$ cat src/hw/bkrcfg_pkg.sv
// package: register map, field layouts, reset values and timing of the buck config/status bank
package bkrcfg_pkg;

  localparam int unsigned CLK_HZ = 10_000_000;

  // register offsets
  localparam logic [7:0] OFS_OT_FAULT_RESP   = 8'h50;
  localparam logic [7:0] OFS_OVERTEMP_WARN_LIMIT   = 8'h51;
  localparam logic [7:0] OFS_VIN_OV_LIMIT    = 8'h55;
  localparam logic [7:0] OFS_TON_DLY         = 8'h60;
  localparam logic [7:0] OFS_SS_TIME         = 8'h61;
  localparam logic [7:0] OFS_TOFF_DLY        = 8'h64;
  localparam logic [7:0] OFS_STOP_TIME       = 8'h65;
  localparam logic [7:0] OFS_PIN_WARN_LIMIT  = 8'h6B;
  localparam logic [7:0] OFS_STAT_VOUT       = 8'h7A;
  localparam logic [7:0] OFS_STAT_IOUT       = 8'h7B;
  localparam logic [7:0] OFS_STAT_INPUT      = 8'h7C;
  localparam logic [7:0] OFS_STAT_TEMP       = 8'h7D;
  localparam logic [7:0] OFS_STAT_VENDOR     = 8'h80;
  localparam logic [7:0] OFS_RD_VIN          = 8'h88;
  localparam logic [7:0] OFS_RD_IIN          = 8'h89;
  localparam logic [7:0] OFS_RD_VOUT         = 8'h8B;
  localparam logic [7:0] OFS_RD_IOUT         = 8'h8C;
  localparam logic [7:0] OFS_RD_TEMP         = 8'h8D;
  localparam logic [7:0] OFS_RD_PIN          = 8'h97;
  localparam logic [7:0] OFS_SYS_CFG         = 8'hA0;
  localparam logic [7:0] OFS_HOST_ADDR       = 8'hA2;
  localparam logic [7:0] OFS_VBUS_ADDR       = 8'hA3;
  localparam logic [7:0] OFS_IOUT_CAL        = 8'hA4;
  localparam logic [7:0] OFS_INPUT_CURRENT_CALIBRATION         = 8'hA5;
  localparam logic [7:0] OFS_VOUT_SET        = 8'hA6;
  localparam logic [7:0] OFS_LAST_VCMD       = 8'hA7;
  localparam logic [7:0] OFS_HOST_VOFS       = 8'hA8;
  localparam logic [7:0] OFS_COMP_A          = 8'hA9;
  localparam logic [7:0] OFS_COMP_B          = 8'hAA;
  localparam logic [7:0] OFS_ONOFF_CFG       = 8'h02;
  localparam logic [7:0] OFS_STORE_ALL       = 8'h15;

  // reset values
  localparam logic [7:0] RST_OT_FAULT_RESP   = 8'h00;
  localparam logic [7:0] RST_OVERTEMP_WARN_LIMIT   = 8'h06;
  localparam logic [7:0] RST_VIN_OV_LIMIT    = 8'h01;
  localparam logic [7:0] RST_TIMING          = 8'h00;
  localparam logic [7:0] RST_PIN_WARN_LIMIT  = 8'h03;
  localparam logic [7:0] RST_SYS_CFG         = 8'h10;
  localparam logic [7:0] RST_HOST_ADDR       = 8'h77;
  localparam logic [7:0] RST_VBUS_ADDR       = 8'h00;
  localparam logic [7:0] RST_CAL             = 8'h78;
  localparam logic [7:0] RST_VOUT_SET        = 8'hAB;
  localparam logic [7:0] RST_HOST_VOFS       = 8'h00;
  localparam logic [7:0] RST_COMP_A          = 8'h4A;
  localparam logic [7:0] RST_COMP_B          = 8'h19;
  localparam logic [7:0] RST_ONOFF_CFG       = 8'h40;
  localparam logic [7:0] ZERO_BYTE           = 8'h00;

  // field layouts
  localparam int unsigned SYS_SRC_LSB        = 2;   // output control source, 2 bits
  localparam int unsigned SYS_SOFTSTOP_BIT   = 4;   // soft-stop enable
  localparam logic [1:0]  SRC_HOST_A         = 2'h2;
  localparam logic [1:0]  SRC_HOST_B         = 2'h3;
  localparam logic [7:0]  ADDR_FIELD_MASK    = 8'h7F;
  localparam logic [7:0]  OT_RESP_LATCH      = 8'h00;
  localparam int unsigned ONOFF_PIN_BIT      = 6;   // enable pin acts as start/stop
  localparam int unsigned TIME_SEL_W         = 2;   // timing code field in low bits
  localparam logic [1:0]  STRAP_SYNC_EDGES   = 2'h2; // edges until the strap sync chain holds the pin value

  // timing base figures in microseconds and their equivalents in clock cycles
  localparam int unsigned TON_DLY_BASE_US    = 500;
  localparam int unsigned SS_BASE_US         = 1000;
  localparam int unsigned TOFF_DLY_STEP_US   = 500;
  localparam int unsigned STOP_BASE_US       = 500;
  localparam int unsigned US_CYC             = CLK_HZ / 1_000_000;
  localparam int unsigned TON_DLY_BASE_CYC   = TON_DLY_BASE_US * US_CYC;
  localparam int unsigned SS_BASE_CYC        = SS_BASE_US * US_CYC;
  localparam int unsigned TOFF_DLY_STEP_CYC  = TOFF_DLY_STEP_US * US_CYC;
  localparam int unsigned STOP_BASE_CYC      = STOP_BASE_US * US_CYC;

  typedef enum logic [2:0] {
    SEQ_OFF      = 3'h0,
    SEQ_ON_DLY   = 3'h1,
    SEQ_RISE     = 3'h2,
    SEQ_REG      = 3'h3,
    SEQ_OFF_DLY  = 3'h4,
    SEQ_FALL     = 3'h5,
    SEQ_LATCHED  = 3'h6
  } bkrcfg_seq_type;

  // telemetry samples from the converters
  typedef struct packed {
    logic [7:0] vin;
    logic [7:0] iin;
    logic [7:0] vout;
    logic [7:0] iout;
    logic [7:0] temp;
  } bkrcfg_telem_type;

  // protection and status inputs
  typedef struct packed {
    logic [7:0] stat_vout;
    logic [7:0] stat_iout;
    logic [7:0] stat_input;
    logic [7:0] stat_temp;
    logic [7:0] stat_vendor;
    logic       ot_fault;
  } bkrcfg_prot_type;

  // register bank write/read port
  typedef struct packed {
    logic       wr;
    logic       rd;
    logic [7:0] addr;
    logic [7:0] wdata;
  } bkrcfg_req_type;

endpackage : bkrcfg_pkg

$ cat src/hw/bkrcfg_bank.sv
// module: buck regulator configuration, limit, sequencing and telemetry register bank
//
// Overview of operation
// - after start condition, wait programmed turn-on delay (default 0.5 ms) before rising.
// - ramp output into regulation over programmed soft-start time, default 1 ms.
// - after stop condition, wait programmed turn-off delay (default 0 ms) before soft-stop.
// - after turn-off delay, ramp reference DAC to zero over fall time, default 0.5 ms.
// - stored setpoint applies only when output control source field is 10b or 11b.
// - last output voltage command, from either bus, is readable read-only.
// - address register stored 77h; strap-decoded address takes effect and reads back; bit 7 reserved.
// - input power reading is the high byte of measured input voltage times measured input current.
// - system configuration resets to 10h: light-load discontinuous, voltage-bus control, soft-stop on.
// - overtemperature fault response 00h latches the output off after a fault.
// - overtemperature warning flags at programmed threshold, default code 06h.
// - input overvoltage fault detected at programmed threshold, default code 01h.
// - input overpower warning when input power exceeds limit, default code 03h.
// - both current calibration registers reset to 78h, zero gain and offset correction.
// - stored output setpoint resets to ABh, readable and writable, nonvolatile-backed.
// - voltage-bus device address is readable, writable, nonvolatile-backed, resets to 00h.
// - input voltage reading is read-only and returns negative input sense pin measurement.
// - second compensation register resets to 19h.
// - on/off configuration resets to 40h: enable pin alone starts and stops.
// - store command copies all storable settings into nonvolatile memory.
`timescale 1ns/1ps

module bkrcfg_bank
  import bkrcfg_pkg::*;
#(
  parameter int unsigned CNT_W = 20
)
(
  input  wire logic                         clk,
  input  wire logic                         rst_n,
  input  wire logic                         clk_en,
  input  wire bkrcfg_pkg::bkrcfg_req_type   req,
  input  wire bkrcfg_pkg::bkrcfg_telem_type telem,
  input  wire bkrcfg_pkg::bkrcfg_prot_type  prot,
  input  wire logic                         enable_pin,
  input  wire logic [6:0]                   strap_addr,
  input  wire logic                         vbus_cmd_valid,
  input  wire logic [7:0]                   vbus_cmd,
  output logic [7:0]                        rdata,
  output logic                              store_pulse,
  output logic [7:0]                        ref_dac,
  output logic                              output_enabled,
  output logic                              ot_warning,
  output logic                              vin_ov_fault,
  output logic                              pin_op_warning,
  output logic [6:0]                        host_addr_active
);
  import bkrcfg_pkg::*;

  if (CNT_W < 18 || CNT_W > 31)
  begin : g_bad_cnt_w
    $error("CNT_W must hold the longest timing count");
  end

  // ----------------------------------------------------------------
  // state
  // ----------------------------------------------------------------
  typedef struct packed {
    logic [1:0]     en_sync;
    logic [6:0]     strap_q1;
    logic [6:0]     strap_q2;
    logic           strap_done;
    logic [1:0]     strap_cnt;
    logic [7:0]     ot_resp;
    logic [7:0]     ot_warn_lim;
    logic [7:0]     vin_ov_lim;
    logic [7:0]     ton_dly;
    logic [7:0]     ss_time;
    logic [7:0]     toff_dly;
    logic [7:0]     stop_time;
    logic [7:0]     pin_warn_lim;
    logic [7:0]     sys_cfg;
    logic [7:0]     host_addr;
    logic [7:0]     vbus_addr;
    logic [7:0]     iout_cal;
    logic [7:0]     input_current_calibration;
    logic [7:0]     vout_set;
    logic [7:0]     last_vcmd;
    logic [7:0]     host_vofs;
    logic [7:0]     comp_a;
    logic [7:0]     comp_b;
    logic [7:0]     onoff_cfg;
    logic [7:0]     pin_prod;
    bkrcfg_seq_type seq;
    logic [CNT_W-1:0] cnt;
    logic [CNT_W-1:0] span;
    logic [7:0]     ref_dac;
    logic [7:0]     ref_from;
    logic [7:0]     rdata;
    logic           store_pulse;
    logic           ot_warning;
    logic           vin_ov_fault;
    logic           pin_op_warning;
    logic           output_enabled;
  } bkrcfg_state_type;

  bkrcfg_state_type state;
  bkrcfg_state_type next_state;

  // ----------------------------------------------------------------
  // helpers
  // ----------------------------------------------------------------
  // timing codes select multiples of the base step; code 0 is the default figure
  function automatic logic [CNT_W-1:0] span_of(input logic [7:0] code, input int unsigned base);
    logic [CNT_W-1:0] step;
    step = CNT_W'(base);
    return step << code[TIME_SEL_W-1:0];
  endfunction : span_of

  // linear ramp point between two levels at count c of total s
  function automatic logic [7:0] ramp(input logic [7:0] from, input logic [7:0] to,
                                      input logic [CNT_W-1:0] c, input logic [CNT_W-1:0] s);
    logic [CNT_W+8:0] acc;
    acc = '0;
    if (s != '0)
      acc = (CNT_W+9)'((CNT_W+9)'(to) * (CNT_W+9)'(c) / (CNT_W+9)'(s))
          + (CNT_W+9)'((CNT_W+9)'(from) * (CNT_W+9)'(s - c) / (CNT_W+9)'(s));
    return acc[7:0];
  endfunction : ramp

  logic [7:0]  target;
  logic [1:0]  src;
  logic        run_req;
  logic [15:0] prod;
  logic [7:0]  wd;

  // ----------------------------------------------------------------
  // next state
  // ----------------------------------------------------------------
  always_comb
  begin
    next_state = state;
    wd         = req.wdata;
    src        = state.sys_cfg[SYS_SRC_LSB +: 2];

    if (clk_en)
    begin
      next_state.store_pulse = 1'b0;
      next_state.en_sync  = {state.en_sync[0], enable_pin};
      next_state.strap_q1 = strap_addr;
      next_state.strap_q2 = state.strap_q1;
      // the strap is trusted only once both sync stages hold it, not the reset zeros
      if (!state.strap_done && state.strap_cnt == STRAP_SYNC_EDGES)
      begin
        next_state.host_addr  = {1'b0, state.strap_q2};
        next_state.strap_done = 1'b1;
      end
      else if (!state.strap_done)
        next_state.strap_cnt = state.strap_cnt + 2'h1;

      prod = 16'(telem.vin) * 16'(telem.iin);
      next_state.pin_prod       = prod[15:8];
      next_state.ot_warning     = telem.temp >= state.ot_warn_lim;
      next_state.vin_ov_fault   = telem.vin >= state.vin_ov_lim;
      next_state.pin_op_warning = state.pin_prod > state.pin_warn_lim;

      if (vbus_cmd_valid)
        next_state.last_vcmd = vbus_cmd;

      if (req.wr)
      begin
        unique case (req.addr)
          OFS_OT_FAULT_RESP:  next_state.ot_resp      = wd;
          OFS_OVERTEMP_WARN_LIMIT:  next_state.ot_warn_lim  = wd;
          OFS_VIN_OV_LIMIT:   next_state.vin_ov_lim   = wd;
          OFS_TON_DLY:        next_state.ton_dly      = wd;
          OFS_SS_TIME:        next_state.ss_time      = wd;
          OFS_TOFF_DLY:       next_state.toff_dly     = wd;
          OFS_STOP_TIME:      next_state.stop_time    = wd;
          OFS_PIN_WARN_LIMIT: next_state.pin_warn_lim = wd;
          OFS_SYS_CFG:        next_state.sys_cfg      = wd;
          OFS_HOST_ADDR:      next_state.host_addr    = wd & ADDR_FIELD_MASK;
          OFS_VBUS_ADDR:      next_state.vbus_addr    = wd;
          OFS_IOUT_CAL:       next_state.iout_cal     = wd;
          OFS_INPUT_CURRENT_CALIBRATION:        next_state.input_current_calibration      = wd;
          OFS_VOUT_SET:
          begin
            next_state.vout_set = wd;
            if (src == SRC_HOST_A || src == SRC_HOST_B)
              next_state.last_vcmd = wd;
          end
          OFS_HOST_VOFS:      next_state.host_vofs    = wd;
          OFS_COMP_A:         next_state.comp_a       = wd;
          OFS_COMP_B:         next_state.comp_b       = wd;
          OFS_ONOFF_CFG:      next_state.onoff_cfg    = wd;
          OFS_STORE_ALL:      next_state.store_pulse  = 1'b1;
          default:            next_state.store_pulse  = 1'b0;
        endcase
      end

      next_state.rdata = ZERO_BYTE;
      if (req.rd)
      begin
        unique case (req.addr)
          OFS_OT_FAULT_RESP:  next_state.rdata = state.ot_resp;
          OFS_OVERTEMP_WARN_LIMIT:  next_state.rdata = state.ot_warn_lim;
          OFS_VIN_OV_LIMIT:   next_state.rdata = state.vin_ov_lim;
          OFS_TON_DLY:        next_state.rdata = state.ton_dly;
          OFS_SS_TIME:        next_state.rdata = state.ss_time;
          OFS_TOFF_DLY:       next_state.rdata = state.toff_dly;
          OFS_STOP_TIME:      next_state.rdata = state.stop_time;
          OFS_PIN_WARN_LIMIT: next_state.rdata = state.pin_warn_lim;
          OFS_STAT_VOUT:      next_state.rdata = prot.stat_vout;
          OFS_STAT_IOUT:      next_state.rdata = prot.stat_iout;
          OFS_STAT_INPUT:     next_state.rdata = prot.stat_input;
          OFS_STAT_TEMP:      next_state.rdata = prot.stat_temp;
          OFS_STAT_VENDOR:    next_state.rdata = prot.stat_vendor;
          OFS_RD_VIN:         next_state.rdata = telem.vin;
          OFS_RD_IIN:         next_state.rdata = telem.iin;
          OFS_RD_VOUT:        next_state.rdata = telem.vout;
          OFS_RD_IOUT:        next_state.rdata = telem.iout;
          OFS_RD_TEMP:        next_state.rdata = telem.temp;
          OFS_RD_PIN:         next_state.rdata = state.pin_prod;
          OFS_SYS_CFG:        next_state.rdata = state.sys_cfg;
          OFS_HOST_ADDR:      next_state.rdata = state.host_addr;
          OFS_VBUS_ADDR:      next_state.rdata = state.vbus_addr;
          OFS_IOUT_CAL:       next_state.rdata = state.iout_cal;
          OFS_INPUT_CURRENT_CALIBRATION:        next_state.rdata = state.input_current_calibration;
          OFS_VOUT_SET:       next_state.rdata = state.vout_set;
          OFS_LAST_VCMD:      next_state.rdata = state.last_vcmd;
          OFS_HOST_VOFS:      next_state.rdata = state.host_vofs;
          OFS_COMP_A:         next_state.rdata = state.comp_a;
          OFS_COMP_B:         next_state.rdata = state.comp_b;
          OFS_ONOFF_CFG:      next_state.rdata = state.onoff_cfg;
          default:            next_state.rdata = ZERO_BYTE;
        endcase
      end

      // setpoint source: host setpoint only under host control, else the voltage bus
      target = (src == SRC_HOST_A || src == SRC_HOST_B) ? state.vout_set
                                                         : state.last_vcmd;
      // enable pin alone governs start and stop while its bit is set
      run_req = state.onoff_cfg[ONOFF_PIN_BIT] ? state.en_sync[1] : 1'b1;

      next_state.cnt = state.cnt + CNT_W'(1);
      unique case (state.seq)
        SEQ_OFF:
        begin
          next_state.ref_dac = ZERO_BYTE;
          if (run_req)
          begin
            next_state.seq  = SEQ_ON_DLY;
            next_state.cnt  = '0;
            next_state.span = span_of(state.ton_dly, TON_DLY_BASE_CYC);
          end
        end
        SEQ_ON_DLY:
          if (!run_req)
            next_state.seq = SEQ_OFF;
          else if (state.cnt + CNT_W'(1) >= state.span)
          begin
            next_state.seq      = SEQ_RISE;
            next_state.cnt      = '0;
            next_state.ref_from = ZERO_BYTE;
            next_state.span     = span_of(state.ss_time, SS_BASE_CYC);
          end
        SEQ_RISE:
        begin
          next_state.ref_dac = ramp(state.ref_from, target, state.cnt, state.span);
          if (state.cnt + CNT_W'(1) >= state.span)
          begin
            next_state.seq     = SEQ_REG;
            next_state.ref_dac = target;
          end
        end
        SEQ_REG:
        begin
          next_state.ref_dac = target;
          if (!run_req)
          begin
            next_state.seq  = SEQ_OFF_DLY;
            next_state.cnt  = '0;
            // zero code means no delay at all
            next_state.span = CNT_W'(state.toff_dly[TIME_SEL_W-1:0]) * CNT_W'(TOFF_DLY_STEP_CYC);
          end
        end
        SEQ_OFF_DLY:
          if (state.cnt >= state.span)
          begin
            next_state.cnt      = '0;
            next_state.ref_from = state.ref_dac;
            next_state.span     = span_of(state.stop_time, STOP_BASE_CYC);
            next_state.seq      = state.sys_cfg[SYS_SOFTSTOP_BIT] ? SEQ_FALL : SEQ_OFF;
          end
        SEQ_FALL:
        begin
          next_state.ref_dac = ramp(state.ref_from, ZERO_BYTE, state.cnt, state.span);
          if (state.cnt + CNT_W'(1) >= state.span)
          begin
            next_state.seq     = SEQ_OFF;
            next_state.ref_dac = ZERO_BYTE;
          end
        end
        SEQ_LATCHED:
          next_state.ref_dac = ZERO_BYTE;
        default:
          next_state.seq = SEQ_OFF;
      endcase

      // latch-off dominates every sequencing phase until reset
      if (prot.ot_fault && state.ot_resp == OT_RESP_LATCH)
      begin
        next_state.seq     = SEQ_LATCHED;
        next_state.ref_dac = ZERO_BYTE;
      end
      next_state.output_enabled = next_state.seq != SEQ_OFF && next_state.seq != SEQ_LATCHED;
    end
    else
    begin
      target  = ZERO_BYTE;
      run_req = 1'b0;
      prod    = '0;
    end
  end

  // ----------------------------------------------------------------
  // registers
  // ----------------------------------------------------------------
  always_ff @(posedge clk or negedge rst_n)
  begin
    if (!rst_n)
    begin
      state              <= '0;
      state.seq          <= SEQ_OFF;
      state.ot_resp      <= RST_OT_FAULT_RESP;
      state.ot_warn_lim  <= RST_OVERTEMP_WARN_LIMIT;
      state.vin_ov_lim   <= RST_VIN_OV_LIMIT;
      state.ton_dly      <= RST_TIMING;
      state.ss_time      <= RST_TIMING;
      state.toff_dly     <= RST_TIMING;
      state.stop_time    <= RST_TIMING;
      state.pin_warn_lim <= RST_PIN_WARN_LIMIT;
      state.sys_cfg      <= RST_SYS_CFG;
      state.host_addr    <= RST_HOST_ADDR;
      state.vbus_addr    <= RST_VBUS_ADDR;
      state.iout_cal     <= RST_CAL;
      state.input_current_calibration      <= RST_CAL;
      state.vout_set     <= RST_VOUT_SET;
      state.host_vofs    <= RST_HOST_VOFS;
      state.comp_a       <= RST_COMP_A;
      state.comp_b       <= RST_COMP_B;
      state.onoff_cfg    <= RST_ONOFF_CFG;
    end
    else
      state <= next_state;
  end

  assign rdata            = state.rdata;
  assign store_pulse      = state.store_pulse;
  assign ref_dac          = state.ref_dac;
  assign output_enabled   = state.output_enabled;
  assign ot_warning       = state.ot_warning;
  assign vin_ov_fault     = state.vin_ov_fault;
  assign pin_op_warning   = state.pin_op_warning;
  assign host_addr_active = state.host_addr[6:0];

endmodule : bkrcfg_bank

$ cat config.mk
export PLATFORM = sky130hd
export DESIGN_NAME = bkrcfg_bank
export DESIGN_NICKNAME = d
export VERILOG_FILES = /design/src/hw/bkrcfg_pkg.sv /design/src/hw/bkrcfg_bank.sv
export SDC_FILE = /design/constraint.sdc
export NUM_CORES = 2
export LEC_CHECK = 0
export BUFFER_PORTS_ARGS = -buffer_cell sky130_fd_sc_hd__buf_4
export CORE_MARGIN = 2
export CORE_UTILIZATION = 40
export DETAILED_ROUTE_END_ITERATION = 12
export GPL_TIMING_DRIVEN = 0
export PLACE_DENSITY = 0.55
export SLEW_MARGIN = 40
export SYNTH_ARGS = -nofsm -noshare
export SYNTH_HDL_FRONTEND = slang
export SYNTH_SLANG_ARGS = --single-unit
$ cat constraint.sdc
create_clock -name clk -period 68.8 [get_ports clk]
set_clock_uncertainty 0.05 [all_clocks]
set_input_delay 3.44 -clock clk [delete_from_list [all_inputs] [get_ports clk]]
set_output_delay 3.44 -clock clk [all_outputs]
set_load 0.01 [all_outputs]
==> metrics.txt <==
status=finished with violations; failing checks=setup timing; first drt pass iteration count=9; Seq/Total Area, Yosys=9.02%; gr usage total=28.1%; Fmax=14.3 MHz; number of H-tree levels=1; vias in the first global route=70200; layout cells sized above 1=26.2%; mean post-synth cell area=7.78 um^2; core area=0.169 mm^2; final worst path period need=69.79 ns; Post-Syn Instances=8729; #FFs+latches synth=243; crit share post-route=101%; Final Hold Vio Count=0; Layout area overhead=27.7%; Max-Cap Viols=0; Synth Warn #=0; Layout Cells excl Fill=12100; Setup CP Type=flip-flop to flip-flop; top-area cell type share of the netlist area=18.9%; HPWL Detailed=190000 um; Setup Viol. Count Final=7; global-route wire length before repair=394000 um; reg2reg setup slack=-0.99 ns; Worst Tran Pin Value=0.936 ns; drt wl/cell=21.2 um; worst path arrival time=70.24 ns; DRT Wirelength=256000 um; RSZ-0062 raised after global routing=yes; post-synthesis async set-or-reset flop share=100%; hold_buf cts=0; Crit Path Max Fanout=10; final worst slack=-0.991 ns; Yosys cell types=125; antenna viol nets, final=0; WP data required=69.25 ns; most used cell along the critical path=o21a_1; nature of the critical path endpoint=flip-flop; fin. max-slew vios=0; largest net degree at the start of global routing=62; max incr delay on CP=0.58 ns; TritonCTS Sinks=243; Startpoint Class=flip-flop; EDFF count, synth=0; Die Area=0.173 mm^2; DIE HEIGHT=416 um; slowest CP cell=fa_1; Rows=151; Via-to-Cell Ratio=5.94; Port Buffer Count=129; Post-route DRC=0; initial core utilization=40.2%; dpl cells=11100; Clock Path Buffers=3; CTS Root Cell=clkbuf_16; GR Overflow Total=0; CTS tree=done; Clk Latency, worst-skew pair=0.60 ns; initial antenna violation count=6; Num CTS Buffers=29; final net count=11200; Slew headroom=37.6%; DIE WIDTH=416 um; Mapped Area=0.0679 mm^2; clock-pin slew on the worst setup and hold paths=0.08 ns; top post-synthesis cells by area=ha_1 19%, fa_1 8.1%, dfrtp_1 7.8%; GP Congestion=0.969; FF+latch area=0.00614 mm^2; # IOs=147; worst hold path type=flip-flop to flip-flop; 1st-iter DRT viols=4861; DR vias=71700; largest area contributor in the synthesized netlist=ha_1; number of fill cells in the layout=16000; Synth Flop Type=dfrtp_1; multi-input logic area=0.0636 mm^2
## worst max-delay path: cells and delay by family (launching register included)
kind | cells | cell delay [ns]
AOI/OAI and AO/OA | 186 | 34.02
xor gates and xnor gates | 5 | 0.83
adders and majority gates | 32 | 9.29
buffers and inverters | 99 | 12.34
DFF | 1 | 0.35
muxes | 6 | 1.57
and+or+nand+nor | 72 | 11.05
## layout make-up
type                       instances  area share (%)
sequential                       243            7.08
clock inverter                    14           0.202
timing repair buffer            1094            10.3
clock buffer                      40           0.908
inverter                         550            2.52
multi-input combinational       7647            73.3
buffer                           265            2.50
antenna                            2         0.00577
tap                             2218            3.20
## layout by cell type, fill, tap and decap left out, types with 81 or more instances in the layout
cell      count
o31ai_1     170
nor2b_1     102
dfrtp_1     201
nand2_1     783
nand2b_1     94
clkbuf_1    104
mux2_2      338
a21o_1      167
or2_2        81
o21ai_0     296
buf_4      1059
xor2_1      125
nand3_1     141
o21a_1      434
xnor2_1     231
inv_1       519
nor2_1      671
a21oi_1     380
fa_1        271
nor3_1      458
ha_1        932
and2_1      173
## state kept, by name, summed over array words and instances (netlist names)
signal            flops
host_addr_active      7
ot_warning            1
output_enabled        1
pin_op_warning        1
rdata                 8
ref_dac               8
src                   2
state               213
store_pulse           1
vin_ov_fault          1
## cells in the mapped netlist (26+ instances only)
library cell and n:
a211oi_1 65, a21o_1 171, a21oi_1 484, a221oi_1 33, a222oi_1 27, a22o_1 31
a22oi_1 72, a31oi_1 57, and2_1 183, and3_1 53, buf_4 32, clkbuf_1 214
dfrtp_1 211, dfstp_2 32, fa_1 275, ha_1 1023, inv_1 544, mux2_2 351
mux2i_1 79, nand2_1 808, nand2b_1 101, nand3_1 158, nand4_1 78, nor2_1 749
nor2b_1 115, nor3_1 483, nor4_1 43, o211ai_1 58, o21a_1 444, o21ai_0 391
o21ai_1 26, o21bai_1 43, o22ai_1 38, o31a_1 26, o31ai_1 196, or2_2 84
or3_1 71, xnor2_1 241, xor2_1 139
## layer usage
layer | up-vias | share of wire (%) | track usage, %
li1 | 34300 | - | -
met1 | 34700 | 44 | 36.1
met2 | 2165 | 47 | 48.4
met3 | 541 | 4.9 | 2.68
met4 | 6 | 4.5 | 10.7
met5 | - | 0.016 | 0
## cells by family (layout without fill, tap and decap cells)
family	Yosys count	in the layout	synth area share, %
AND/OR/NAND/NOR	3047	3047	21.7
AO/OA/AOI/OAI	2457	2457	24.8
adder cells (fa/ha/maj)	1302	1302	27.0
buffers and inverters	840	1963	4.90
multiplexers	457	457	7.54
XOR/XNOR	382	382	4.97
flip-flops	243	243	9.02
other	1	4	0.00552
## stage by stage
step / cell area [um^2] / worst slack (ns) / util (%) / TNS (ns) / hold WS, ns
after CTS: 83000 / -0.807 / 49.2 / -2.59 / 0.426
after global routing: 86700 / -3.85 / 51.3 / -26.54 / 0.465
after global placement: 72300 / -15.38 / 42.8 / -118.87 / 0.408
after detailed placement: 73400 / -15.34 / 43.4 / -118.58 / 0.412
final: 86700 / -0.991 / 51.3 / -4.53 / 0.432
after floorplan: 68500 / 0.000362 / - / 0 / 0.391
## repair_timing
item	CTS	global route
hold endpoints to repair	0	0
gates resized for setup	769	424
gates cloned	4	2
pin swaps	383	441
setup buffers	702	228
endpoints found under the setup margin	8	8
## final timing paths
check,from,to,cells after the start
min reg2reg,state[234],state[234],1
max,state[57],ref_dac[6],400
min,state[234],state[234],1
min in group asynchronous,rst_n,ref_dac[3],1
max in group asynchronous,rst_n,state[169],4
max reg2reg,state[57],ref_dac[6],400
Power is left out: the tool's default activity adds up to more than one toggle a clock period on the data nets, which glitch-free logic cannot reach.
